--- config.mk ---
export PLATFORM = sky130hd
export DESIGN_NAME = nco_timer
export DESIGN_NICKNAME = d
export VERILOG_FILES = /design/src/common/nco_pkg.sv /design/src/common/nco_evt_if.sv /design/src/nco_noise_filter.sv /design/src/nco_prescaler.sv /design/src/nco_timer.sv
export VERILOG_INCLUDE_DIRS = /design/src /design/src/common
export SDC_FILE = /design/constraint.sdc
export NUM_CORES = 1
export LEC_CHECK = 0
export BUFFER_PORTS_ARGS = -buffer_cell sky130_fd_sc_hd__buf_2
export CAP_MARGIN = 30
export CORE_MARGIN = 10
export CORE_UTILIZATION = 45
export CTS_CLUSTER_DIAMETER = 80
export DETAILED_ROUTE_END_ITERATION = 7
export PLACE_DENSITY = 0.67
export SYNTH_ARGS = -nofsm -noshare
export SYNTH_HDL_FRONTEND = slang
export SYNTH_SLANG_ARGS = --single-unit
--- constraint.sdc ---
create_clock -name ref_clk -period 6.33 [get_ports ref_clk]
set_input_delay 0.633 -clock ref_clk [delete_from_list [all_inputs] [get_ports ref_clk]]
set_output_delay 0.633 -clock ref_clk [all_outputs]
set_load 0.005 [all_outputs]
--- src/common/nco_timer_consts.svh ---
`ifndef NCO_TIMER_CONSTS_SVH
`define NCO_TIMER_CONSTS_SVH

// ----------------------------------------
// Register offsets
// ----------------------------------------
`define NCO_OFS_CONTROL_FIRST 5'h00
`define NCO_OFS_MODE_CONFIG 5'h01
`define NCO_OFS_CONTROL_THIRD 5'h02
`define NCO_OFS_CONTROL_FOURTH 5'h03
`define NCO_OFS_EVENT_CONTROL 5'h04
`define NCO_OFS_IRQ_ENABLES 5'h05
`define NCO_OFS_IRQ_FLAGS 5'h06
`define NCO_OFS_SYNC_STATUS 5'h07
`define NCO_OFS_COUNT0 5'h10
`define NCO_OFS_COUNT1 5'h11
`define NCO_OFS_COUNT2 5'h12
`define NCO_OFS_COMPARE0 5'h14
`define NCO_OFS_COMPARE1 5'h15
`define NCO_OFS_COMPARE2 5'h16

// ----------------------------------------
// Field positions
// ----------------------------------------
`define NCO_CF_ENABLE 0
`define NCO_CF_PRESCALE_SEL_LSB 1
`define NCO_CF_PRESCALE_SEL_MSB 3
`define NCO_CF_RUN_STDBY 7
`define NCO_MC_MODE_LSB 0
`define NCO_MC_MODE_MSB 2
`define NCO_MC_CH0_EVMODE 6
`define NCO_MC_CH1_EVMODE 7
`define NCO_CT_OUT_EN0 0
`define NCO_CT_OUT_EN1 1
`define NCO_CD_CMD_LSB 0
`define NCO_CD_CMD_MSB 1
`define NCO_EC_INPUT_EN 0
`define NCO_EC_ACTION_LSB 1
`define NCO_EC_ACTION_MSB 2
`define NCO_EC_FILTER_EN 3
`define NCO_ST_CTRL_FIRST 1
`define NCO_ST_CTRL_THIRD 2
`define NCO_ST_CTRL_FOURTH 3
`define NCO_ST_COUNT 4
`define NCO_ST_PERIOD 5
`define NCO_ST_COMPARE_LOW_BYTE 6
`define NCO_ST_COMPARE_HIGH_BYTE 7

// ----------------------------------------
// Codes and reset values
// ----------------------------------------
`define NCO_MODE_FREQ 3'h0
`define NCO_MODE_PULSE 3'h1
`define NCO_MODE_HALF_DUTY 3'h2
`define NCO_MODE_PWM8 3'h7
`define NCO_CMD_UPDATE 2'h1
`define NCO_ACT_RESTART 2'h0
`define NCO_ACT_PAUSE 2'h1
`define NCO_REG_RESET 8'h00
`define NCO_IRQ_MASK 8'h07

`endif

--- src/common/nco_pkg.sv ---
`default_nettype none

package nco_pkg;

  typedef struct packed {
    logic [6:0] div;
  } nco_prescale_sel_s;

  typedef struct packed {
    logic [3:0] samples;
    logic held;
    logic level;
    logic levelPrev;
  } nco_filt_s;

  typedef struct packed {
    logic [7:0] control_first;
    logic [7:0] ctrlB;
    logic [7:0] control_third;
    logic [7:0] evCtrl;
    logic [7:0] irqEn;
    logic [7:0] ctrlAShadow;
    logic [7:0] ctrlCShadow;
    logic [7:0] ctrlDShadow;
    logic [2:0] irqFlags;
    logic [23:0] cnt;
    logic [23:0] cntShadow;
    logic [23:0] cntRead;
    logic [23:0] cmp;
    logic [23:0] cmpShadow;
    logic [7:1] busy;
    logic [1:0] wave;
    logic [2:0] evPulse;
    logic phase;
    logic [5:0] setPipe;
    logic wake;
    logic [7:0] rdData;
  } nco_state_s;

endpackage : nco_pkg

`default_nettype wire

--- src/common/nco_evt_if.sv ---
`timescale 1ns/1ps
`default_nettype none

interface nco_evt_if;
  logic sample;
  logic filterEn;
  logic level;
  logic rise;
  modport filt (input sample, input filterEn, output level, output rise);
  modport core (output sample, output filterEn, input level, input rise);
endinterface : nco_evt_if

`default_nettype wire

--- src/nco_noise_filter.sv ---
`timescale 1ns/1ps
`default_nettype none

module nco_noise_filter
  import nco_pkg::*;
(
  input wire logic ref_clk,
  input wire logic sys_rst,
  nco_evt_if.filt ev
);
  nco_filt_s s;
  nco_filt_s n;

  always_comb
  begin
    n = s;
    n.samples = {s.samples[2:0], ev.sample};
    if (s.samples == 4'hF || s.samples == 4'h0)
      n.held = s.samples[3];
    n.level = ev.filterEn ? s.held : ev.sample;
    n.levelPrev = s.level;
  end

  assign ev.level = s.level;
  assign ev.rise = s.level && !s.levelPrev;

  always_ff @(posedge ref_clk)
  begin
    if (sys_rst)
      s <= '0;
    else
      s <= n;
  end
endmodule : nco_noise_filter

`default_nettype wire

--- src/nco_prescaler.sv ---
`timescale 1ns/1ps
`default_nettype none

module nco_prescaler
  import nco_pkg::*;
(
  input wire logic ref_clk,
  input wire logic sys_rst,
  input wire logic run,
  input wire logic [2:0] sel,
  output logic tick
);
  nco_prescale_sel_s s;
  nco_prescale_sel_s n;
  logic [6:0] mask;

  // Divide by 2**sel: a tick once the masked divider bits are all ones
  always_comb
  begin
    n = s;
    mask = 7'((8'h01 << sel) - 8'h01);
    tick = run && ((s.div & mask) == mask);
    n.div = run ? (s.div + 7'h01) : 7'h00;
  end

  always_ff @(posedge ref_clk)
  begin
    if (sys_rst)
      s <= '0;
    else
      s <= n;
  end
endmodule : nco_prescaler

`default_nettype wire

--- src/nco_timer.sv ---
// How it works
// - Half-duty NCO mode accumulates like pulse mode, toggling output on every carry.
// - Half-duty mode raises compare-0 and compare-1 events on alternating carries.
// - PWM mode: count byte 0 counts, byte 1 is period, compare bytes duty.
// - PWM counter runs zero to period then restarts; output set at zero, cleared on match.
// - Compare zero holds output low; compare above period holds it high.
// - Period byte sets resolution; period lasts divisor times period plus one clock cycles.
// - Output enable bit drives the waveform onto its pin, overriding the port.
// - Enabled pin carries PWM or frequency waveform; disabled pin carries nothing.
// - Mode configuration is ignored while the timer is enabled.
// - Waveforms to event system and custom logic bypass the pin enables.
// - Input filter passes a level only after four equal samples.
// - Enabled filter adds five clock cycles before the event action.
// - Synchronised registers are independent; writes while busy are ignored.
// - Count and control transfer at once; compare waits for overflow or update.
// - Clock request stays high while any synchronised write is pending.
// - Flags appear three cycles after the timer event; wake-up comes one cycle after the event.
// - Readable count holds its old value while a count or period write is pending.
// - Event pulse of one cycle per overflow and match, or waveform level if selected.
// - The event input acts only when the count-event input enable is set.
// - Flags set on overflow and match; request while flag and enable both set.
// - Standby halts timer unless run-in-standby; power-down always halts.
// - Mode field: 0 frequency, 1 NCO pulse, 2 NCO half-duty; 3 to 6 reserved.
// - NCO modes add compare to accumulator every clock; carry is overflow.
`timescale 1ns/1ps
`default_nettype none
`include "nco_timer_consts.svh"

module nco_timer
  import nco_pkg::*;
(
  input wire logic ref_clk,
  input wire logic sys_rst,
  input wire logic [4:0] regAddr,
  input wire logic [7:0] regWrData,
  input wire logic regWr,
  input wire logic regRd,
  output logic [7:0] regRdData,
  input wire logic eventIn,
  input wire logic sleepStandby,
  input wire logic sleepPowerDown,
  output logic [1:0] waveOutPin,
  output logic [1:0] waveOutPinEn,
  output logic [1:0] waveToLogic,
  output logic eventOvf,
  output logic [1:0] eventCmp,
  output logic irqReq,
  output logic clockRequest,
  output logic wakeRequest
);
  nco_state_s s;
  nco_state_s n;
  nco_evt_if evBus ();
  logic tick;
  logic run;
  logic [2:0] mode;
  logic isPwm;
  logic paused;
  logic ovf;
  logic [1:0] match;
  logic cmpTake;
  logic cmpUpdate;
  logic [24:0] sum;
  logic [7:0] nextLow;
  logic [7:0] cmpByte;
  logic [2:0] flagClr;

  // ----------------------------------------
  // Run control and helpers
  // ----------------------------------------
  assign mode = s.ctrlB[`NCO_MC_MODE_MSB:`NCO_MC_MODE_LSB];
  assign isPwm = (mode == `NCO_MODE_PWM8);
  assign run = s.control_first[`NCO_CF_ENABLE] && !sleepPowerDown
    && !(sleepStandby && !s.control_first[`NCO_CF_RUN_STDBY]);
  assign paused = s.evCtrl[`NCO_EC_INPUT_EN] && evBus.level
    && (s.evCtrl[`NCO_EC_ACTION_MSB:`NCO_EC_ACTION_LSB] == `NCO_ACT_PAUSE);
  assign evBus.sample = eventIn;
  assign evBus.filterEn = s.evCtrl[`NCO_EC_FILTER_EN];

  nco_prescaler u_prescaler (
    .ref_clk (ref_clk),
    .sys_rst (sys_rst),
    .run (run),
    .sel (s.control_first[`NCO_CF_PRESCALE_SEL_MSB:`NCO_CF_PRESCALE_SEL_LSB]),
    .tick (tick)
  );

  nco_noise_filter u_filter (
    .ref_clk (ref_clk),
    .sys_rst (sys_rst),
    .ev (evBus)
  );

  // ----------------------------------------
  // Next state
  // ----------------------------------------
  always_comb
  begin
    n = s;
    ovf = 1'b0;
    match = 2'b00;
    cmpUpdate = 1'b0;
    flagClr = 3'h0;
    cmpByte = 8'h00;
    nextLow = 8'h00;
    sum = {1'b0, s.cnt} + {1'b0, s.cmp};
    n.wake = 1'b0;
    n.rdData = 8'h00;

    // Timer core
    if (run && !paused)
    begin
      case (mode)
        `NCO_MODE_FREQ:
        begin
          if (tick)
          begin
            if (s.cnt >= s.cmp)
            begin
              n.cnt = 24'h00_0000;
              ovf = 1'b1;
              n.wave = {2{~s.wave[0]}};
              n.phase = ~s.phase;
              match = s.phase ? 2'b10 : 2'b01;
            end
            else
              n.cnt = s.cnt + 24'h00_0001;
          end
        end
        `NCO_MODE_PULSE:
        begin
          n.cnt = sum[23:0];
          ovf = sum[24];
          n.wave = {2{sum[24]}};
          match = {s.wave[0] && !sum[24], sum[24]};
        end
        `NCO_MODE_HALF_DUTY:
        begin
          n.cnt = sum[23:0];
          ovf = sum[24];
          if (sum[24])
          begin
            n.wave = {2{~s.wave[0]}};
            match = s.wave[0] ? 2'b10 : 2'b01;
          end
        end
        `NCO_MODE_PWM8:
        begin
          if (tick)
          begin
            // Low byte counts, second byte is the period
            if (s.cnt[7:0] >= s.cnt[15:8])
            begin
              nextLow = 8'h00;
              ovf = 1'b1;
            end
            else
              nextLow = s.cnt[7:0] + 8'h01;
            n.cnt[7:0] = nextLow;
            for (int i = 0; i < 2; i++)
            begin
              cmpByte = s.cmp[8 * i +: 8];
              if (cmpByte == 8'h00)
                n.wave[i] = 1'b0;
              else if (cmpByte > s.cnt[15:8])
                n.wave[i] = 1'b1;
              else
                n.wave[i] = (nextLow < cmpByte);
              match[i] = (nextLow == cmpByte);
            end
          end
        end
        default:
        begin
          n.cnt = s.cnt;
        end
      endcase
    end

    // Event action: restart
    if (run && s.evCtrl[`NCO_EC_INPUT_EN] && evBus.rise
      && (s.evCtrl[`NCO_EC_ACTION_MSB:`NCO_EC_ACTION_LSB] == `NCO_ACT_RESTART))
    begin
      if (isPwm)
        n.cnt[7:0] = 8'h00;
      else
        n.cnt = 24'h00_0000;
    end

    n.evPulse = {match, ovf};

    // Transfers of pending writes into the core
    if (s.busy[`NCO_ST_CTRL_FIRST])
    begin
      n.control_first = s.ctrlAShadow;
      n.busy[`NCO_ST_CTRL_FIRST] = 1'b0;
    end
    if (s.busy[`NCO_ST_CTRL_THIRD])
    begin
      n.control_third = s.ctrlCShadow;
      n.busy[`NCO_ST_CTRL_THIRD] = 1'b0;
    end
    if (s.busy[`NCO_ST_CTRL_FOURTH])
    begin
      cmpUpdate = (s.ctrlDShadow[`NCO_CD_CMD_MSB:`NCO_CD_CMD_LSB] == `NCO_CMD_UPDATE);
      n.busy[`NCO_ST_CTRL_FOURTH] = 1'b0;
    end
    if (s.busy[`NCO_ST_COUNT])
    begin
      if (isPwm)
        n.cnt[7:0] = s.cntShadow[7:0];
      else
        n.cnt = s.cntShadow;
      n.busy[`NCO_ST_COUNT] = 1'b0;
    end
    if (s.busy[`NCO_ST_PERIOD])
    begin
      n.cnt[15:8] = s.cntShadow[15:8];
      n.busy[`NCO_ST_PERIOD] = 1'b0;
    end
    if ((ovf || cmpUpdate) && s.busy[`NCO_ST_COMPARE_LOW_BYTE])
    begin
      if (isPwm)
        n.cmp[7:0] = s.cmpShadow[7:0];
      else
        n.cmp = s.cmpShadow;
      n.busy[`NCO_ST_COMPARE_LOW_BYTE] = 1'b0;
    end
    if ((ovf || cmpUpdate) && s.busy[`NCO_ST_COMPARE_HIGH_BYTE])
    begin
      n.cmp[15:8] = s.cmpShadow[15:8];
      n.busy[`NCO_ST_COMPARE_HIGH_BYTE] = 1'b0;
    end

    // Readable count follows the core when no count write is pending
    if (!s.busy[`NCO_ST_COUNT] && !s.busy[`NCO_ST_PERIOD])
      n.cntRead = s.cnt;

    // Register writes; a register still busy ignores the write
    if (regWr)
    begin
      case (regAddr)
        `NCO_OFS_CONTROL_FIRST:
          if (!s.busy[`NCO_ST_CTRL_FIRST])
          begin
            n.ctrlAShadow = regWrData;
            n.busy[`NCO_ST_CTRL_FIRST] = 1'b1;
          end
        `NCO_OFS_MODE_CONFIG:
          if (!s.control_first[`NCO_CF_ENABLE])
            n.ctrlB = regWrData;
        `NCO_OFS_CONTROL_THIRD:
          if (!s.busy[`NCO_ST_CTRL_THIRD])
          begin
            n.ctrlCShadow = regWrData;
            n.busy[`NCO_ST_CTRL_THIRD] = 1'b1;
          end
        `NCO_OFS_CONTROL_FOURTH:
          if (!s.busy[`NCO_ST_CTRL_FOURTH])
          begin
            n.ctrlDShadow = regWrData;
            n.busy[`NCO_ST_CTRL_FOURTH] = 1'b1;
          end
        `NCO_OFS_EVENT_CONTROL:
          if (!s.control_first[`NCO_CF_ENABLE])
            n.evCtrl = regWrData;
        `NCO_OFS_IRQ_ENABLES: n.irqEn = regWrData & `NCO_IRQ_MASK;
        `NCO_OFS_IRQ_FLAGS: flagClr = regWrData[2:0];
        `NCO_OFS_COUNT0:
          if (!s.busy[`NCO_ST_COUNT])
          begin
            n.cntShadow[7:0] = regWrData;
            n.busy[`NCO_ST_COUNT] = isPwm;
          end
        `NCO_OFS_COUNT1:
          if (!s.busy[`NCO_ST_PERIOD])
          begin
            n.cntShadow[15:8] = regWrData;
            n.busy[`NCO_ST_PERIOD] = isPwm;
          end
        `NCO_OFS_COUNT2:
          if (!s.busy[`NCO_ST_COUNT])
          begin
            n.cntShadow[23:16] = regWrData;
            n.busy[`NCO_ST_COUNT] = !isPwm;
          end
        `NCO_OFS_COMPARE0:
          if (!s.busy[`NCO_ST_COMPARE_LOW_BYTE])
          begin
            n.cmpShadow[7:0] = regWrData;
            n.busy[`NCO_ST_COMPARE_LOW_BYTE] = isPwm;
          end
        `NCO_OFS_COMPARE1:
          if (!s.busy[`NCO_ST_COMPARE_HIGH_BYTE])
          begin
            n.cmpShadow[15:8] = regWrData;
            n.busy[`NCO_ST_COMPARE_HIGH_BYTE] = isPwm;
          end
        `NCO_OFS_COMPARE2:
          if (!s.busy[`NCO_ST_COMPARE_LOW_BYTE])
          begin
            n.cmpShadow[23:16] = regWrData;
            n.busy[`NCO_ST_COMPARE_LOW_BYTE] = !isPwm;
          end
        default:
        begin
          n.rdData = 8'h00;
        end
      endcase
    end

    // Flag synchronisation: a set arriving with a clear wins
    n.setPipe = {s.setPipe[2:0], s.evPulse};
    n.irqFlags = (s.irqFlags & ~flagClr) | s.setPipe[5:3];
    n.wake = sleepStandby && |(s.evPulse & s.irqEn[2:0]);

    // Register reads, data valid in the following cycle only
    if (regRd)
    begin
      case (regAddr)
        `NCO_OFS_CONTROL_FIRST: n.rdData = s.control_first;
        `NCO_OFS_MODE_CONFIG: n.rdData = s.ctrlB;
        `NCO_OFS_CONTROL_THIRD: n.rdData = s.control_third;
        `NCO_OFS_CONTROL_FOURTH: n.rdData = s.ctrlDShadow;
        `NCO_OFS_EVENT_CONTROL: n.rdData = s.evCtrl;
        `NCO_OFS_IRQ_ENABLES: n.rdData = s.irqEn;
        `NCO_OFS_IRQ_FLAGS: n.rdData = {5'h00, s.irqFlags};
        `NCO_OFS_SYNC_STATUS: n.rdData = {s.busy, 1'b0};
        `NCO_OFS_COUNT0: n.rdData = s.cntRead[7:0];
        `NCO_OFS_COUNT1: n.rdData = s.cntRead[15:8];
        `NCO_OFS_COUNT2: n.rdData = s.cntRead[23:16];
        `NCO_OFS_COMPARE0: n.rdData = s.cmp[7:0];
        `NCO_OFS_COMPARE1: n.rdData = s.cmp[15:8];
        `NCO_OFS_COMPARE2: n.rdData = s.cmp[23:16];
        default: n.rdData = 8'h00;
      endcase
    end
  end

  // Compare shadows move at overflow or on the update command
  assign cmpTake = ovf || cmpUpdate;

  always_ff @(posedge ref_clk)
  begin
    if (sys_rst)
      s <= '0;
    else
      s <= n;
  end

  // ----------------------------------------
  // Outputs
  // ----------------------------------------
  assign regRdData = s.rdData;
  assign waveOutPinEn = s.control_third[`NCO_CT_OUT_EN1:`NCO_CT_OUT_EN0];
  assign waveOutPin = s.wave & s.control_third[`NCO_CT_OUT_EN1:`NCO_CT_OUT_EN0];
  assign waveToLogic = s.wave;
  assign eventOvf = s.evPulse[0];
  assign eventCmp[0] = s.ctrlB[`NCO_MC_CH0_EVMODE] ? s.wave[0] : s.evPulse[1];
  assign eventCmp[1] = s.ctrlB[`NCO_MC_CH1_EVMODE] ? s.wave[1] : s.evPulse[2];
  assign irqReq = |(s.irqFlags & s.irqEn[2:0]);
  assign clockRequest = run || (|s.busy);
  assign wakeRequest = s.wake;
endmodule : nco_timer

`default_nettype wire

==> impl_metrics.toml, run 1 <==
[timing]
slew_headroom = 0.331
setup_viol = 0
final-hold-violation-count = 0
timing.final.crit_share = 0.601
clock.fmax_mhz = 263
worst_slew_pin_slew_ns = 1.00
rsz0062_at_grt = "false"
fin_setup_tns_ns = 0
clock_skew_ns = 0.0243
min_period_ns = 3.80
slew_viol_final = 0
setup_ws_ns = 2.53

[die]
core_mm2 = 0.0277
rows = 61
die_area_mm2 = 0.0350
pin_count = 40
initial_utilization = 0.454
dieHeight_um = 187
die-width_um = 187

[synthesis]
synth-edff-count = 0
ys_top_cells_by_count = "nor2_1, dfxtp_1, mux2i_1"
syn_area_mm2 = 0.0126
syn_area_per_cell_um2 = 8.46
synth_seq_cells = 224
synth_top_area_share = 0.357
synth_top_cells_by_area = "dfxtp_1, mux2i_1, ha_1"
dominantRegCellSynth = "dfxtp_1"
synth-seq-area-share = 0.357
synthArstFlopShare = 0
synthCells = 1487
yosysTopAreaCell = "dfxtp_1"
yosysUniqueCellTypes = 79
ys.warnings.count = 0
synth.most_common_cell = "nor2_1"
synthesis.nets = 1598

[clock_network]
cts_tree = "built"
clkTransAtPathRegs_ns = 0.07
cts_max_path_buffers = 3
htreeDepth = 1
cts_sinks = 224
post_cts_buffers = 0
clock_latency_ns = 0.54
cts_resized = 0
cts_root_buffer = "clkbuf_16"
cts_inserted_buffers = 26
cts_hold_buf = 0

[cells_and_area]
num_antenna_cells = 0
nets = 1593
drive_gt1_frac = 0.0807
multi_input_area_mm2 = 0.00749
regArea_mm2 = 0.00448
area_growth_pct = 10.3
final_util = 0.500
nFillCells = 2556

[status]
status = "complete, no violations"

[critical_path]
start_kind = "flip-flop"
max_stage_delay_ns = 0.84
critical_path_arrival_ns = 4.20
crit_required_ns = 6.73
worst_path_max_delay_cell = "a211oi_1"
r2r_slack_ns = 2.53
end_kind = "flip-flop"
crit_chain = "inv_1, ha_1, inv_1, a21oi_1, o31ai_1, a211oi_1, o221ai_1, o21ai_4, mux2i_1, nor2_1"
criticalPathCategory = "reg -> reg"
r2r_start = "s[71]"
startpoint = "s[71]"
crit_fanout = 8
critPathMostFrequentCell = "inv_1"

[global_route]
grt_pass1_vias = 10500
grt_overflow_total = 0
antenna_found_initial = 0
grt_max_degree = 104
grt_first_pass_wirelength_um = 63100
grt_usage = 0.227

[placement]
hpwl_um = 30300
place.gp.congestion = 0.950
port_buffers = 39
dpl_worst_slack_ns = 2.60

[route]
drc = 0
routedWlPerCell_um = 22.0
drt_iter0_drc = 1304
via_per_inst = 6.02
wirelength_um = 41400
first_pass_iters = 6
antenna_left = 0
num_vias = 11300

[power_and_ir_drop]
power_density_mw_per_mm2 = 224
p_leak_nw = 5.54
peakVddDrop_uv = 255
total_power_mw = 3.11

[worst_hold_path]
min_from = "eventIn"
hold_path.class = "in -> reg"

[job]
max_cap_violations = 0
## path summary, 6_finish.rpt
kind                                       to  cells after the start
worst min register to register         s[149]                      2
worst max-delay path                    s[60]                     10
worst max register to register          s[60]                     10
worst min-delay path            u_filter.n[4]                      2
## layer usage
metal,vias up,global-route usage,wire length [um]
li1,5261,-,-
met1,5391,0.305,17600
met2,536,0.353,18300
met3,117,0.0388,3550
met5,-,0,0
met4,0,0.0924,1970
## registers in the layout, indices dropped and copies added, names as in the netlist
name	cells
eventOvf	1
n	5
evBus.filterEn	1
u_prescaler.s	7
wakeRequest	1
mode	3
u_filter.ev.level	1
s	187
waveToLogic	2
u_filter.n	3
u_filter.s	3
waveOutPinEn	2
regRdData	8
## where the power goes
part | internal [mW] | switching, mW | total [mW]
clock | 0.933 | 0.632 | 1.57
sequential | 1.42 | 0.00865 | 1.43
combinational | 0.0323 | 0.0879 | 0.120
total | 2.38 | 0.729 | 3.11
## placed cells by master (no fill, tap or decap), drive strengths merged, types with 8 or more instances in the layout
cell    synthesis  final
ha             90     90
xnor2          26     26
mux2i         134    134
nand2b         11     11
clkbuf         58     32
nor2          238    238
nand2         118    118
nor4            8      8
a31oi          13     13
or3             9      9
o21a            9      9
buf            25     50
o31ai           9      9
and2           10     10
nand3          43     43
nand4          15     15
inv            63     67
and3           14     14
a22o            8      8
a21oi          95     95
o21ai          49     49
o211ai          8      8
nor2b          21     21
a22oi          31     31
xor2           10     10
dfxtp         224    224
a221oi         14     14
nor3           25     25
a21o           12     12
## critical path: cells and delay by family, from the launching register on
kind            cells  cell delay (ns)
simple gates        1             0.06
mux                 1             0.26
fa+ha+maj           1             0.45
flops               1             0.50
buf+inv             2             0.22
compound gates      5             2.17
## cells by family (layout without fill, tap and decap cells)
logic type,after synthesis,in the layout,share of synthesized area
simple gates,538,538,0.196
flops,224,224,0.357
buf+inv,147,159,0.0485
compound gates,314,314,0.173
fa+ha+maj,91,91,0.0911
xor+xnor,36,36,0.0251
mux,137,137,0.109
## layout make-up
type | instances | area share
clock buffer | 32 | 0.0514
clock inverter | 13 | 0.0133
inverter | 64 | 0.0173
multi-input combinational | 1116 | 0.540
sequential | 224 | 0.323
tap | 378 | 0.0341
timing repair buffer | 50 | 0.0205
## through the flow
step / hold WS, ns / area, um2 / cells
after floorplan: 0.413 / 12600 / 1487
after global placement: 0.416 / 13000 / 1831
after detailed placement: 0.426 / 13000 / 1832
after CTS: 0.313 / 13900 / 1877
after global routing: 0.347 / 13900 / 1877
final: 0.319 / 13900 / 1877
Power figures use the tool's default switching activity.
==> run 2, diff against run 1 <==
==> constraint.sdc (replaced) <==
create_clock -name ref_clk -period 3.9 [get_ports ref_clk]
set_input_delay 0.39 -clock ref_clk [delete_from_list [all_inputs] [get_ports ref_clk]]
set_output_delay 0.39 -clock ref_clk [all_outputs]
set_load 0.005 [all_outputs]
==> impl_metrics.toml, run 2 (same netlist as run 1, synthesis figures left out) <==
[status]
status = "complete, no violations"

[cells_and_area]
multi_input_area_mm2 = 0.00749
nets = 1640
layout_common_cells = "nor2_1, dfxtp_1, mux2i_1"
area_growth_pct = 12.8
layout.cells.non_filler = 1923
fin_area_mm2 = 0.0142
regArea_mm2 = 0.00448
largest_reg_flops = 187
drive_gt1_frac = 0.109
num_antenna_cells = 0
final_common_cell = "nor2_1"
nFillCells = 2602
max_flop_register = "s"
final_util = 0.512

[die]
die_area_mm2 = 0.0350
rows = 61
pin_count = 40
dieHeight_um = 187
die-width_um = 187
initial_utilization = 0.454
core_mm2 = 0.0277

[route]
antenna_left = 0
num_vias = 11500
via_per_inst = 6.00
first_pass_iters = 6
drt_iter0_drc = 1344
drc = 0
wirelength_um = 43300
routedWlPerCell_um = 22.5

[timing]
slew_headroom = 0.303
setup_ws_ns = 0.313
clock.fmax_mhz = 279
fin_hold_ws_ns = 0.128
rsz0062_at_grt = "false"
slew_viol_final = 0
timing.final.crit_share = 0.920
min_period_ns = 3.59
final-hold-violation-count = 0
worst_slew_pin_slew_ns = 1.04
clock_skew_ns = 0.0118
setup_viol = 0
fin_setup_tns_ns = 0

[clock_network]
cts_inserted_buffers = 23
post_cts_buffers = 0
clock_latency_ns = 0.51
clkTransAtPathRegs_ns = 0.06
cts_hold_buf = 0
cts_tree = "built"
cts_resized = 0
cts_root_buffer = "clkbuf_16"
htreeDepth = 1
cts_sinks = 224
cts_max_path_buffers = 3

[power_and_ir_drop]
total_power_mw = 4.93
p_leak_nw = 5.77
peakVddDrop_uv = 420
switching_share = 0.219
seq_power_share = 0.469
internal_power_mw = 3.85
power_density_mw_per_mm2 = 348
power.switching_mw = 1.08
power.share.clock = 0.490
p_comb_frac = 0.041

[placement]
place.gp.congestion = 1.02
placedCellCount = 1882
port_buffers = 39
dpl_worst_slack_ns = 0.416
place_area_mm2 = 0.0133
hpwl_um = 32500

[critical_path]
start_kind = "flip-flop"
critPathTopFamily = "compound AO/OA/AOI/OAI gates"
rr_worst_depth = 12
criticalPathCategory = "reg -> reg"
worst_path_max_delay_cell = "dfxtp_1"
crit_required_ns = 4.27
r2r_slack_ns = 0.31
r2r_start = "s[124]"
critPathBufInv = 1
critical_path_arrival_ns = 3.96
crit_chain = "ha_1, inv_1, fa_1, o21ba_2, nor4_1, o311ai_0, a21o_1, a211o_1, o221a_2, o21ai_4, mux2i_1, nor2_1"
max_stage_delay_ns = 0.46
crit_fanout = 8
r2r_end = "s[69]"
end_kind = "flip-flop"

[global_route]
antenna_found_initial = 0
grt_first_pass_wirelength_um = 64900
grt_pass1_vias = 10900
grt_overflow_total = 0
grt_max_degree = 69
grt_usage = 0.235

[worst_hold_path]
holdPathStages = 2
holdPathEnd = "u_filter.n[4]"
min_from = "eventIn"
hold_path.class = "in -> reg"

[job]
max_cap_violations = 0
## run 2: cell count changes in the layout (fill, tap and decap cells not counted)
cell,change
clkbuf_8,+4
clkinv_4,-2
clkinv_8,-1
inv_8,-3
clkbuf_1,-1
clkbuf_16,-3
bufinv_16,+1
buf_4,+50
clkinv_2,+1
## run 2: how the worst max path moves through the flow
stage	start	endpoint	slack, ns	cells after the start
2_1_floorplan	s[133]	waveToLogic[0]	0.46	17
3_3_place_gp	s[124]	s[144]	0.45	12
3_5_place_dp	s[124]	s[74]	0.42	12
4_1_cts	s[124]	s[69]	0.38	12
5_1_grt	s[124]	waveToLogic[0]	0.01	17
6_report	s[124]	s[69]	0.31	12
## run 2: power by group through the flow
stage / registers, mW / clock network [mW] / logic (mW)
floorplan: 2.36 / 0 / 0.124
global placement: 2.36 / 0 / 0.195
detailed placement: 2.36 / 0 / 0.196
CTS: 2.31 / 2.44 / 0.197
global route: 2.31 / 2.52 / 0.214
finish: 2.31 / 2.42 / 0.201
## run 2: area by class of cell
type / instances / area share
multi-input combinational: 1116 / 0.528
inverter: 64 / 0.0169
clock buffer: 32 / 0.0486
clock inverter: 9 / 0.0107
tap: 378 / 0.0333
timing repair buffer: 100 / 0.0465
sequential: 224 / 0.316
## run 2: layer usage
layer  routed length [um]  up-vias  global-route usage
li1                     -     5350                   -
met1                17900     5554               0.301
met2                19500      508               0.374
met3                 3720      130              0.0438
met4                 2150        0               0.109
met5                    0        -                   0
